`src/hdl/ppfm_pkg.sv`:
```
package ppfm_pkg;

    // ************************************************************
    // Register byte offsets
    // ************************************************************
    localparam logic [7:0] OFS_CFG       = 8'h00;
    localparam logic [7:0] OFS_GPIO_CFG  = 8'h04;
    localparam logic [7:0] OFS_WAKE_EN   = 8'h08;
    localparam logic [7:0] OFS_SMI_EN    = 8'h0C;
    localparam logic [7:0] OFS_INT_STAT  = 8'h10;
    localparam logic [7:0] OFS_INT_MASK  = 8'h14;
    localparam logic [7:0] OFS_PP_DATA   = 8'h18;
    localparam logic [7:0] OFS_PP_CTRL   = 8'h1C;
    localparam logic [7:0] OFS_PP_STAT   = 8'h20;
    localparam logic [7:0] OFS_OWNER     = 8'h24;

    // ************************************************************
    // Field positions
    // ************************************************************
    localparam int CFG_POWER      = 0;
    localparam int CFG_MODE_LO    = 1;
    localparam int CFG_MODE_HI    = 2;
    localparam int CFG_FIELD_LSB  = 4;
    localparam int GPIO_FUNC      = 0;
    localparam int GPIO_POL       = 1;
    localparam int GPIO_DIR_IN    = 3;
    localparam int WAKE_EN_BIT    = 5;
    localparam int SMI_EN_BIT     = 4;
    localparam int INT_SW_EDGE    = 0;
    localparam int INT_OWNER_CHG  = 1;

    // Control pins: strobe, autofeed, init, select-in
    localparam int CTL_STB = 0;
    localparam int CTL_AFD = 1;
    localparam int CTL_INI = 2;
    localparam int CTL_SLI = 3;
    // Status pins: ack, busy, paper end, selected, error
    localparam int ST_ACK  = 0;
    localparam int ST_BSY  = 1;
    localparam int ST_PEND = 2;
    localparam int ST_SELD = 3;
    localparam int ST_ERR  = 4;
    // Floppy controller output order
    localparam int FD_DS0  = 0;
    localparam int FD_DS1  = 1;
    localparam int FD_MT0  = 2;
    localparam int FD_MT1  = 3;
    localparam int FD_WDA  = 4;
    localparam int FD_WGT  = 5;
    localparam int FD_DEN  = 6;
    localparam int FD_HDS  = 7;
    localparam int FD_DIR  = 8;
    localparam int FD_STP  = 9;

    // ************************************************************
    // Reset and forced values, switch field codes
    // ************************************************************
    localparam logic [31:0] RST_WORD      = 32'h0000_0000;
    localparam logic [3:0]  CTRL_NO_CABLE = 4'h4;
    localparam logic [4:0]  STAT_FORCED   = 5'h09;
    localparam logic [1:0]  FIELD_OFF     = 2'h0;
    localparam logic [1:0]  FIELD_A       = 2'h1;
    localparam logic [1:0]  FIELD_B       = 2'h2;

endpackage

```
`src/hdl/ppfm_top.sv`:
```
// The implementer's own choices: the APB interface to the registers and the register offsets.
`timescale 1ns/1ps

module ppfm_top (
    input  wire logic        sys_clk_i,
    input  wire logic        rst_i,
    input  wire logic        psel_i,
    input  wire logic        penable_i,
    input  wire logic        pwrite_i,
    input  wire logic [7:0]  paddr_i,
    input  wire logic [31:0] pwdata_i,
    output logic      [31:0] prdata_o,
    output logic             pready_o,
    output logic             pslverr_o,
    output logic             irq_o,
    input  wire logic        shared_gpio_pin_i,
    output logic             wake_evt_o,
    output logic             smi_evt_o,
    input  wire logic [9:0]  fdc_sig_i,
    input  wire logic        fdc_port_sel_i,
    output logic      [4:0]  fdc_rd_o,
    input  wire logic [4:0]  fdd_in_i,
    output logic      [9:0]  fdd_out_o,
    output logic      [9:0]  fdd_oe_o,
    input  wire logic [7:0]  conn_data_i,
    output logic      [7:0]  conn_data_o,
    output logic      [7:0]  conn_data_oe_o,
    input  wire logic [3:0]  conn_ctl_i,
    output logic      [3:0]  conn_ctl_o,
    output logic      [3:0]  conn_ctl_oe_o,
    input  wire logic [4:0]  conn_stat_i,
    output logic      [4:0]  conn_stat_o,
    output logic      [4:0]  conn_stat_oe_o,
    input  wire logic        pp_irq_i,
    input  wire logic        pp_smi_i,
    input  wire logic        pp_drq_i,
    output logic             pp_irq_o,
    output logic             pp_smi_o,
    output logic             pp_drq_o,
    output logic             pp_enable_o
);
    import ppfm_pkg::*;

    // ************************************************************
    // Registers and synchroniser
    // ************************************************************
    logic [7:0] cfg_reg;
    logic [3:0] gpio_cfg_reg;
    logic [7:0] wake_en_reg;
    logic [7:0] smi_en_reg;
    logic [1:0] int_stat_reg;
    logic [1:0] int_mask_reg;
    logic [7:0] pp_data_reg;
    logic [5:0] pp_ctrl_reg;
    logic       sw_meta_reg;
    logic       sw_sync_reg;
    logic       sw_prev_reg;
    logic       owns_prev_reg;

    // ************************************************************
    // Ownership decode
    // ************************************************************
    wire  [1:0] field      = cfg_reg[CFG_FIELD_LSB +: 2];
    wire        mode_lo    = cfg_reg[CFG_MODE_LO];
    wire        mode_hi    = cfg_reg[CFG_MODE_HI];
    wire        floppy_cfg = mode_lo | mode_hi;
    wire        dual       = mode_hi;
    wire        sw_armed   = gpio_cfg_reg[GPIO_FUNC] & gpio_cfg_reg[GPIO_DIR_IN];
    wire        sw_used    = sw_armed & ((field == FIELD_A) | (field == FIELD_B));
    wire        sw_floppy  = ~(sw_sync_reg ^ gpio_cfg_reg[GPIO_POL]);
    wire        floppy_owns = floppy_cfg & (~sw_used | sw_floppy);
    wire        pp_on      = cfg_reg[CFG_POWER] & ~floppy_owns;
    wire        native_off = floppy_owns & fdc_port_sel_i;
    wire        sw_edge    = sw_sync_reg ^ sw_prev_reg;
    wire        wake_ev    = sw_edge & sw_armed & wake_en_reg[WAKE_EN_BIT];
    wire        smi_ev     = sw_edge & sw_armed & smi_en_reg[SMI_EN_BIT];

    // ************************************************************
    // Pin mux next values
    // ************************************************************
    logic [7:0] data_o_next;
    logic [7:0] data_oe_next;
    logic [3:0] ctl_o_next;
    logic [3:0] ctl_oe_next;
    logic [4:0] stat_o_next;
    logic [4:0] stat_oe_next;

    always_comb begin
        data_o_next  = pp_data_reg;
        data_oe_next = {8{pp_on & ~pp_ctrl_reg[5]}};
        ctl_o_next   = pp_ctrl_reg[3:0];
        ctl_oe_next  = {4{pp_on}};
        stat_o_next  = 5'h00;
        stat_oe_next = 5'h00;
        if (floppy_owns) begin
            data_o_next           = 8'h00;
            data_oe_next          = 8'h00;
            data_o_next[6]        = fdc_sig_i[FD_MT0];
            data_oe_next[6]       = dual;
            ctl_o_next[CTL_STB]   = fdc_sig_i[FD_DS0];
            ctl_oe_next[CTL_STB]  = dual;
            ctl_o_next[CTL_AFD]   = fdc_sig_i[FD_DEN];
            ctl_o_next[CTL_INI]   = fdc_sig_i[FD_DIR];
            ctl_o_next[CTL_SLI]   = fdc_sig_i[FD_STP];
            ctl_oe_next[CTL_AFD]  = 1'b1;
            ctl_oe_next[CTL_INI]  = 1'b1;
            ctl_oe_next[CTL_SLI]  = 1'b1;
            stat_o_next[ST_ACK]   = fdc_sig_i[FD_DS1];
            stat_o_next[ST_BSY]   = fdc_sig_i[FD_MT1];
            stat_o_next[ST_PEND]  = fdc_sig_i[FD_WDA];
            stat_o_next[ST_SELD]  = fdc_sig_i[FD_WGT];
            stat_o_next[ST_ERR]   = fdc_sig_i[FD_HDS];
            stat_oe_next          = 5'h1F;
        end
    end

    wire [4:0] fdc_rd_next = floppy_owns ? conn_data_i[4:0] : fdd_in_i;

    // ************************************************************
    // APB decode
    // ************************************************************
    wire        acc      = psel_i & penable_i & ~pready_o;
    wire        wr       = acc & pwrite_i;
    wire        hit_cfg  = (paddr_i == OFS_CFG);
    wire        hit_gpio = (paddr_i == OFS_GPIO_CFG);
    wire        hit_wake = (paddr_i == OFS_WAKE_EN);
    wire        hit_smi  = (paddr_i == OFS_SMI_EN);
    wire        hit_ist  = (paddr_i == OFS_INT_STAT);
    wire        hit_imsk = (paddr_i == OFS_INT_MASK);
    wire        hit_dat  = (paddr_i == OFS_PP_DATA);
    wire        hit_ctl  = (paddr_i == OFS_PP_CTRL);
    wire        hit_sts  = (paddr_i == OFS_PP_STAT);
    wire        hit_own  = (paddr_i == OFS_OWNER);
    wire        mapped   = hit_cfg | hit_gpio | hit_wake | hit_smi | hit_ist | hit_imsk
                         | hit_dat | hit_ctl | hit_sts | hit_own;
    wire [7:0]  ctl_rd   = floppy_owns ? {4'h0, CTRL_NO_CABLE}
                                       : {2'b00, pp_ctrl_reg};
    wire [7:0]  sts_rd   = floppy_owns ? {STAT_FORCED, 3'b000}
                                       : {~conn_stat_i[ST_BSY], conn_stat_i[ST_ACK],
                                          conn_stat_i[ST_PEND], conn_stat_i[ST_SELD],
                                          conn_stat_i[ST_ERR], 3'b000};
    wire [7:0]  dat_rd   = floppy_owns ? pp_data_reg : conn_data_i;
    logic [31:0] rd_next;

    always_comb begin
        rd_next = RST_WORD;
        if (hit_cfg) begin
            rd_next[7:0] = cfg_reg;
        end else if (hit_gpio) begin
            rd_next[3:0] = gpio_cfg_reg;
        end else if (hit_wake) begin
            rd_next[7:0] = wake_en_reg;
        end else if (hit_smi) begin
            rd_next[7:0] = smi_en_reg;
        end else if (hit_ist) begin
            rd_next[1:0] = int_stat_reg;
        end else if (hit_imsk) begin
            rd_next[1:0] = int_mask_reg;
        end else if (hit_dat) begin
            rd_next[7:0] = dat_rd;
        end else if (hit_ctl) begin
            rd_next[7:0] = ctl_rd;
        end else if (hit_sts) begin
            rd_next[7:0] = sts_rd;
        end else if (hit_own) begin
            rd_next[2:0] = {sw_sync_reg, pp_on, floppy_owns};
        end
    end

    wire [1:0] ev_set    = {floppy_owns ^ owns_prev_reg, sw_edge & sw_armed};
    wire [1:0] ev_clr    = (wr & hit_ist) ? pwdata_i[1:0] : 2'b00;
    wire [1:0] ist_next  = ev_set | (int_stat_reg & ~ev_clr);

    // ************************************************************
    // Bus registers
    // ************************************************************
    always_ff @(posedge sys_clk_i or posedge rst_i) begin
        if (rst_i) begin
            pready_o  <= 1'b0;
            pslverr_o <= 1'b0;
            prdata_o  <= RST_WORD;
        end else begin
            pready_o  <= acc;
            pslverr_o <= acc & ~mapped;
            prdata_o  <= (acc & ~pwrite_i) ? rd_next : RST_WORD;
        end
    end

    always_ff @(posedge sys_clk_i or posedge rst_i) begin
        if (rst_i) begin
            cfg_reg      <= 8'h00;
            gpio_cfg_reg <= 4'h0;
            wake_en_reg  <= 8'h00;
            smi_en_reg   <= 8'h00;
            int_mask_reg <= 2'h0;
            pp_data_reg  <= 8'h00;
            pp_ctrl_reg  <= 6'h00;
        end else begin
            if (wr & hit_cfg)  cfg_reg      <= pwdata_i[7:0];
            if (wr & hit_gpio) gpio_cfg_reg <= pwdata_i[3:0];
            if (wr & hit_wake) wake_en_reg  <= pwdata_i[7:0];
            if (wr & hit_smi)  smi_en_reg   <= pwdata_i[7:0];
            if (wr & hit_imsk) int_mask_reg <= pwdata_i[1:0];
            if (wr & hit_dat)  pp_data_reg  <= pwdata_i[7:0];
            if (wr & hit_ctl)  pp_ctrl_reg  <= pwdata_i[5:0];
        end
    end

    // ************************************************************
    // Switch sync, events, interrupt
    // ************************************************************
    always_ff @(posedge sys_clk_i or posedge rst_i) begin
        if (rst_i) begin
            sw_meta_reg   <= 1'b1;
            sw_sync_reg   <= 1'b1;
            sw_prev_reg   <= 1'b1;
            owns_prev_reg <= 1'b0;
            int_stat_reg  <= 2'h0;
            irq_o         <= 1'b0;
            wake_evt_o    <= 1'b0;
            smi_evt_o     <= 1'b0;
        end else begin
            sw_meta_reg   <= shared_gpio_pin_i;
            sw_sync_reg   <= sw_meta_reg;
            sw_prev_reg   <= sw_sync_reg;
            owns_prev_reg <= floppy_owns;
            int_stat_reg  <= ist_next;
            irq_o         <= |(ist_next & int_mask_reg);
            wake_evt_o    <= wake_ev;
            smi_evt_o     <= smi_ev;
        end
    end

    // ************************************************************
    // Pin and gating outputs
    // ************************************************************
    always_ff @(posedge sys_clk_i or posedge rst_i) begin
        if (rst_i) begin
            conn_data_o    <= 8'h00;
            conn_data_oe_o <= 8'h00;
            conn_ctl_o     <= 4'h0;
            conn_ctl_oe_o  <= 4'h0;
            conn_stat_o    <= 5'h00;
            conn_stat_oe_o <= 5'h00;
            fdd_out_o      <= 10'h000;
            fdd_oe_o       <= 10'h000;
            fdc_rd_o       <= 5'h1F;
            pp_irq_o       <= 1'b0;
            pp_smi_o       <= 1'b0;
            pp_drq_o       <= 1'b0;
            pp_enable_o    <= 1'b0;
        end else begin
            conn_data_o    <= data_o_next;
            conn_data_oe_o <= data_oe_next;
            conn_ctl_o     <= ctl_o_next;
            conn_ctl_oe_o  <= ctl_oe_next;
            conn_stat_o    <= stat_o_next;
            conn_stat_oe_o <= stat_oe_next;
            fdd_out_o      <= fdc_sig_i;
            fdd_oe_o       <= {10{~native_off}};
            fdc_rd_o       <= fdc_rd_next;
            pp_irq_o       <= pp_irq_i & ~floppy_owns;
            pp_smi_o       <= pp_smi_i & ~floppy_owns;
            pp_drq_o       <= pp_drq_i & ~floppy_owns;
            pp_enable_o    <= pp_on;
        end
    end

    // ************************************************************
    // Assertions
    // ************************************************************
    AST_DATA_READBACK: assert property (@(posedge sys_clk_i) disable iff (rst_i)
        (pready_o && !pwrite_i && paddr_i == OFS_PP_DATA && $past(floppy_owns))
        |-> prdata_o[7:0] == $past(pp_data_reg))
        else $error("data readback differs from last write");

    AST_CTRL_NO_CABLE: assert property (@(posedge sys_clk_i) disable iff (rst_i)
        (pready_o && !pwrite_i && paddr_i == OFS_PP_CTRL && $past(floppy_owns))
        |-> prdata_o[7:0] == 8'h04)
        else $error("control read not cable-absent");

    AST_STAT_FORCED: assert property (@(posedge sys_clk_i) disable iff (rst_i)
        (pready_o && !pwrite_i && paddr_i == OFS_PP_STAT && $past(floppy_owns))
        |-> prdata_o[7:0] == 8'h48)
        else $error("status read not forced");

    AST_NATIVE_TRI: assert property (@(posedge sys_clk_i) disable iff (rst_i)
        $past(native_off) |-> fdd_oe_o == 10'h000)
        else $error("native floppy pins driven");

    AST_PORT_OFF: assert property (@(posedge sys_clk_i) disable iff (rst_i)
        $past(floppy_owns) || !$past(cfg_reg[CFG_POWER]) |-> !pp_enable_o && conn_ctl_oe_o[CTL_SLI] == $past(floppy_owns))
        else $error("port enabled while off");

    AST_DATA_INPUTS: assert property (@(posedge sys_clk_i) disable iff (rst_i)
        $past(floppy_owns) |-> (conn_data_oe_o & 8'hBF) == 8'h00)
        else $error("floppy input line driven");

    AST_ACK_DS1: assert property (@(posedge sys_clk_i) disable iff (rst_i)
        $past(floppy_owns) |-> conn_stat_o[ST_ACK] == $past(fdc_sig_i[FD_DS1])
            && conn_ctl_o[CTL_SLI] == $past(fdc_sig_i[FD_STP]))
        else $error("floppy output map wrong");

    AST_SINGLE_INPUTS: assert property (@(posedge sys_clk_i) disable iff (rst_i)
        $past(floppy_owns) |-> conn_ctl_oe_o[CTL_STB] == $past(dual)
            && conn_data_oe_o[6] == $past(dual))
        else $error("drive-0 pins wrong for mode");

    AST_SW_EVENT: assert property (@(posedge sys_clk_i) disable iff (rst_i)
        (sw_sync_reg != sw_prev_reg && sw_armed && wake_en_reg[WAKE_EN_BIT]) |=> wake_evt_o)
        else $error("switch edge lost");

    AST_FIELD_OFF: assert property (@(posedge sys_clk_i) disable iff (rst_i)
        (field == FIELD_OFF && floppy_cfg) |-> floppy_owns)
        else $error("switch acted with field off");

    AST_IRQ_BLOCK: assert property (@(posedge sys_clk_i) disable iff (rst_i)
        $past(floppy_owns) |-> !pp_irq_o && !pp_smi_o && !pp_drq_o)
        else $error("port request escaped");

    AST_SYNC_DEPTH: assert property (@(posedge sys_clk_i) disable iff (rst_i)
        $past(!rst_i, 2) |-> sw_sync_reg == $past(shared_gpio_pin_i, 2))
        else $error("switch sync depth wrong");

endmodule

```
`config.mk`:
```
export PLATFORM = sky130hd
export DESIGN_NAME = ppfm_top
export DESIGN_NICKNAME = d
export VERILOG_FILES = /design/src/hdl/ppfm_pkg.sv /design/src/hdl/ppfm_top.sv
export SDC_FILE = /design/constraint.sdc
export NUM_CORES = 1
export LEC_CHECK = 0
export BUFFER_PORTS_ARGS = -buffer_cell sky130_fd_sc_hd__buf_2
export CAP_MARGIN = 20
export CELL_PAD_IN_SITES_DETAIL_PLACEMENT = 0
export CELL_PAD_IN_SITES_GLOBAL_PLACEMENT = 2
export CORE_MARGIN = 2
export CORE_UTILIZATION = 30
export DETAILED_ROUTE_END_ITERATION = 7
export PLACE_DENSITY = 0.81
export RECOVER_POWER = 50
export SETUP_SLACK_MARGIN = 0.3
export SLEW_MARGIN = 0
export SYNTH_ARGS = -nofsm -noshare
export SYNTH_HDL_FRONTEND = slang
export SYNTH_SLANG_ARGS = --single-unit
```
`constraint.sdc`:
```
create_clock -name sys_clk_i -period 4.22 [get_ports sys_clk_i]
set_input_delay 0.422 -clock sys_clk_i [delete_from_list [all_inputs] [get_ports sys_clk_i]]
set_output_delay 0.422 -clock sys_clk_i [all_outputs]
set_load 0.03 [all_outputs]
```
# [Word-level counts from Yosys, hierarchy flattened]
# Cells that the tools add are included.
[totals] wordCells=123 out_inout_bits=100 reg_bits=117 input_bits=82
[classes] n_bitwise=53 n_eq_ne=11 n_reduce_logical=2 mux=26
[ops] cell="2-to-1 mux 8 bit" n=10
[ops] cell="equality test 8 x 5 -> 1 bit, second input constant" n=4
[ops] cell="AND 1 bit" n=25
[ops] cell="2-to-1 mux 5 bit" n=4
[ops] cell="2-to-1 mux 6 bit" n=3
[ops] cell="equality test 8 x 4 -> 1 bit, second input constant" n=2
[ops] cell="equality test 8 x 6 -> 1 bit, second input constant" n=2
[ops] cell="2-to-1 mux 4 bit" n=4
[ops] cell="OR 1 bit" n=12
[ops] cell="inverter 1 bit" n=9
[ops] cell="equality test 8 x 3 -> 1 bit, second input constant" n=1
[ops] cell="zero test 8 bit" n=1
[ops] cell="2-to-1 mux 2 bit" n=3
[ops] cell="2-to-1 mux 3 bit" n=2
[ops] cell="AND 2 bit" n=2
[ops] cell="XOR 1 bit" n=3
[ops] cell="equality test 2 x 1 -> 1 bit, second input constant" n=1
[ops] cell="equality test 2 bit, second input constant" n=1
[ops] cell="inverter 2 bit" n=1
[ops] cell="OR 2 bit" n=1
[ops] cell="OR reduction 2 bit" n=1

# [Logic depth before layout (Yosys ltp)]
[depth] ltp_word=19 mapped_depth=8 mapped_depth_nobuf=7

# [Worst setup path before layout]
# OpenSTA, ideal clock, no wires.
[synth_path] kind="in2reg" from="input paddr_i[1]" to="register gpio_cfg_reg[0]" setup_slack_ns=2.017 t_arrival_ns=2.078 path_buffers=0 t_required_ns=4.095 stages=5 path_cell_list="or4_4 -> or3_4 -> or2_4 -> nor2_2 -> mux2_2"
[synth_via] elab_chain_len=2
[synth_lines] item="from (decl)" line_no="ppfm_top.sv:10" text="input wire logic [7:0] paddr_i,"
[synth_lines] item="equality test 8 x 3 -> 1 bit" line_no="ppfm_top.sv:125" text="wire hit_gpio = (paddr_i == OFS_GPIO_CFG);"
[synth_lines] item="AND 1 bit" line_no="ppfm_top.sv:200" text="if (wr & hit_gpio) gpio_cfg_reg <= pwdata_i[3:0];"
[synth_lines] item="to (signal assigned)" line_no="ppfm_top.sv:200"
[synth_lines] item="to (decl)" line_no="ppfm_top.sv:48" text="logic [3:0] gpio_cfg_reg;"
# No other way between the ends.
# A chain may end at the register's enable or synchronous reset.

==> summary.md <==
| Metric | Value |
|---|---|
| Placed cell count | ~700 |
| Final WL | approximately 12 mm |
| Final nets | 580 |
| Share of layout cells above drive strength 1 | between 30% and 40% |
| Met2 usage | 23.4% |
| Post-Layout Cell Count | 719 |
| Synth warnings | 0 |
| Core Area | between 15000 and 20000 um2 |
| Post-synth top area cell | dfrtp_1 |
| Flops & latches, synth | roughly 100 |
| R2r setup slk | 1.88 ns |
| Final Hold Fails | 0 |
| R2R depth | 7 |
| Placement row count | 46 |
| Max IR drop VDD | approximately 200 uV |
| GR Util All Layers | a little over an eighth |
| Fin crit period | about 2.6 ns |
| Worst Setup Start Kind | input port |
| Slew Limit Fails | 75 |
| Ys flop type | dfrtp_1 |
| Initial antenna violation count | 0 |
| Final setup margin | 1.58 ns |
| Origin of the worst setup path | rst_i |
| Pre-CTS WS | approximately 1.6 ns |
| Yosys top cell area share | 50.6% |
| Die width | around 130 um |
| Syn avg cell area | 12.2 um2 |
| Crit path kind | in -> async |
| Bufs and invs on worst path | 3 |
| # resized after CTS | 0 |
| DRT antenna net count | 0 |
| Reg2reg start | sw_sync_reg |
| CP Capture Type | asynchronous set/reset pin |
| CP Depth | 3 |
| Max reg flops | 10 |
| Gate Count Post-Synth | 390 |
| First-pass GRT wire length | roughly 17 mm |
| 1st-pass router iterations | 4 |
| Total vias in the final route | around 3200 |
| Ant diodes | 0 |
| Pwr Density | 373 nW/um2 |
| Fmax | roughly 380 MHz |
| Worst clock skew | ~0.0066 ns |
| Largest net degree at the start of global routing | between 70 and 80 |
| R2r endpoint | prdata_o[1] |
| Vias/cell | about 4.5 |
| Biggest register | fdd_out_o |
| Root Buffer | clkbuf_16 |
| Arrival time worst endpoint | 3.09 ns |
| DRC viols | 0 |
| Leakage | roughly 0.0027 uW |
| Vias in the first global route | about 3200 |
| End of the critical path | sw_prev_reg |
| GR peak layer | met2 |
| Cell Area, Synth | 4750 um2 |
| Total I/O pin count | between 150 and 200 |
| Die height | around 130 um |
| Distinct cells, synth | 52 |
| Post-synth EDFFs | 0 |
| Failing checks | capacitance limit, slew limit |
| CP max stage delay | around 1.9 ns |
| Status | finished with violations |
| Met1 GRT Util | 16.5% |
| Synth area leaders | dfrtp_1, mux2_2, buf_4 |
| Register area share after synthesis | between 50% and 60% |
| Count leader, synth | dfrtp_1 |
| Area Growth Syn to Fin | 18.2% |
| Setup-failing EPs final | 0 |
| DRT iter0 DRCs | approximately 150 |
| CTS buffer count | 9 |
| Gr ovfl total | 0 |
| Fin Setup TNS | 0 ns |
| Clock Path Buffers | 2 |
| DR WL/cell | 16.2 um |
| Fillers | about 1600 |
| TritonCTS clock tree | done |
| Total power | 2100 uW |
| WHS | approximately 0.16 ns |
| Critical Path Fanout Max | between 70 and 80 |
| Dpl hpwl | about 8.6 mm |
| Cts hold-fix bufs | 0 |
| # clock sinks | 104 |
| M3 GR Usage | 3.12% |
| FFs w/ async S/R, synth | between 90% and 100% |
| GPL Wtd Cong | between 0.8 and 0.9 |
| Worst endpoint required time | 4.67 ns |
| Crit-path slowest cell | inv_1 |
| Actual slew at the worst max-slew pin | around 2.8 ns |
| H-Tree Depth | 3 |
| Min-delay worst type | in -> reg |
| Worst-path cell chain | buf_2 -> inv_1 -> buf_4 |
| PortBufs | approximately 130 |
| Max_slew headroom | -83.8% |
| CTS clk-pin slew, worst paths | about 0.060 ns |
| Max_cap viols | 1 |
| Post-CTS Setup Inserts | 0 |
| Clock Latency Late Sink | 0.35 ns |
| Unrepaired setup endpoints after global routing | no |
| Top cells by count, synth | dfrtp_1, buf_4, mux2_2, a21oi_1, and2_1 |
| Initial Util | a little under a third |
| Die area | ~17000 um2 |
| CP delay by family, top | buffers and inverters |
| Period utilisation layout | 62.5% |
[per-layer routing]
| metal | share of wire [%] | vias up | wire [um] |
|---|---|---|---|
| met1 | 42 | 1598 | 4910 |
| met3 | 6.1 | 17 | 712 |
| met4 | 2.0 | 0 | 234 |
| li1 | - | 1507 | - |
| met2 | 50 | 118 | 5770 |
| met5 | 0 | - | 0 |
[worst min path at each step]
| stage | start | endpoint | slack (ns) | depth (start not counted) |
|---|---|---|---|---|
| after CTS | shared_gpio_pin_i | sw_meta_reg | 0.17 | 1 |
| final | shared_gpio_pin_i | sw_meta_reg | 0.16 | 1 |
| after detailed placement | sw_meta_reg | sw_sync_reg | 0.35 | 0 |
| after floorplan | sw_meta_reg | sw_sync_reg | 0.35 | 0 |
| after global placement | sw_meta_reg | sw_sync_reg | 0.35 | 0 |
| after global routing | shared_gpio_pin_i | sw_meta_reg | 0.16 | 1 |
[final cells by class]
cell class                      count  area (um2)  share of cell area [%]
Tap cell                          216         270                    4.81
Inverter                            7        26.3                   0.468
Timing Repair Buffer              133         609                    10.8
Clock inverter                      4        52.6                   0.936
Multi-Input combinational cell    243        1790                    31.9
Clock buffer                       12         256                    4.57
Sequential cell                   104        2610                    46.5
[placed cells by master, fill, tap and decap left out, drive strengths merged, types with 3 or more instances in the layout]
master	n
nor2	19
dfstp	8
nand3	4
o21ai	11
nand2	18
o2bb2ai	5
clkinvlp	3
a21o	3
a21oi	23
o31ai	4
nand2b	7
a31oi	4
o32ai	3
and2	21
clkbuf	65
conb	24
xnor2	4
nor2b	3
buf	80
inv	7
mux2i	7
dfrtp	96
nor3	5
mux2	54
[per-stage QoR]
stage	utilization, %	instance area, um2
global placement	34.3	5380
finish	35.9	5620
CTS	36.3	5690
global route	35.9	5620
detailed placement	34.3	5380
floorplan	-	4840
[cell families (layout without fill, tap and decap cells)]
kind of cell	after synthesis	after routing	share of synthesized area [%]
simple gates	89	89	10.7
xor+xnor	4	4	0.737
other cells	1	24	0.0789
compound gates	64	64	8.93
buf+inv	66	156	9.19
flops	104	104	55.0
mux	62	62	15.4
[power breakdown]
group | switching (uW) | total [uW] | internal (uW)
clock | 365 | 857 | 493
combinational | 146 | 200 | 54.4
sequential | 12.6 | 1040 | 1020
(Power assumes the default switching activity.)
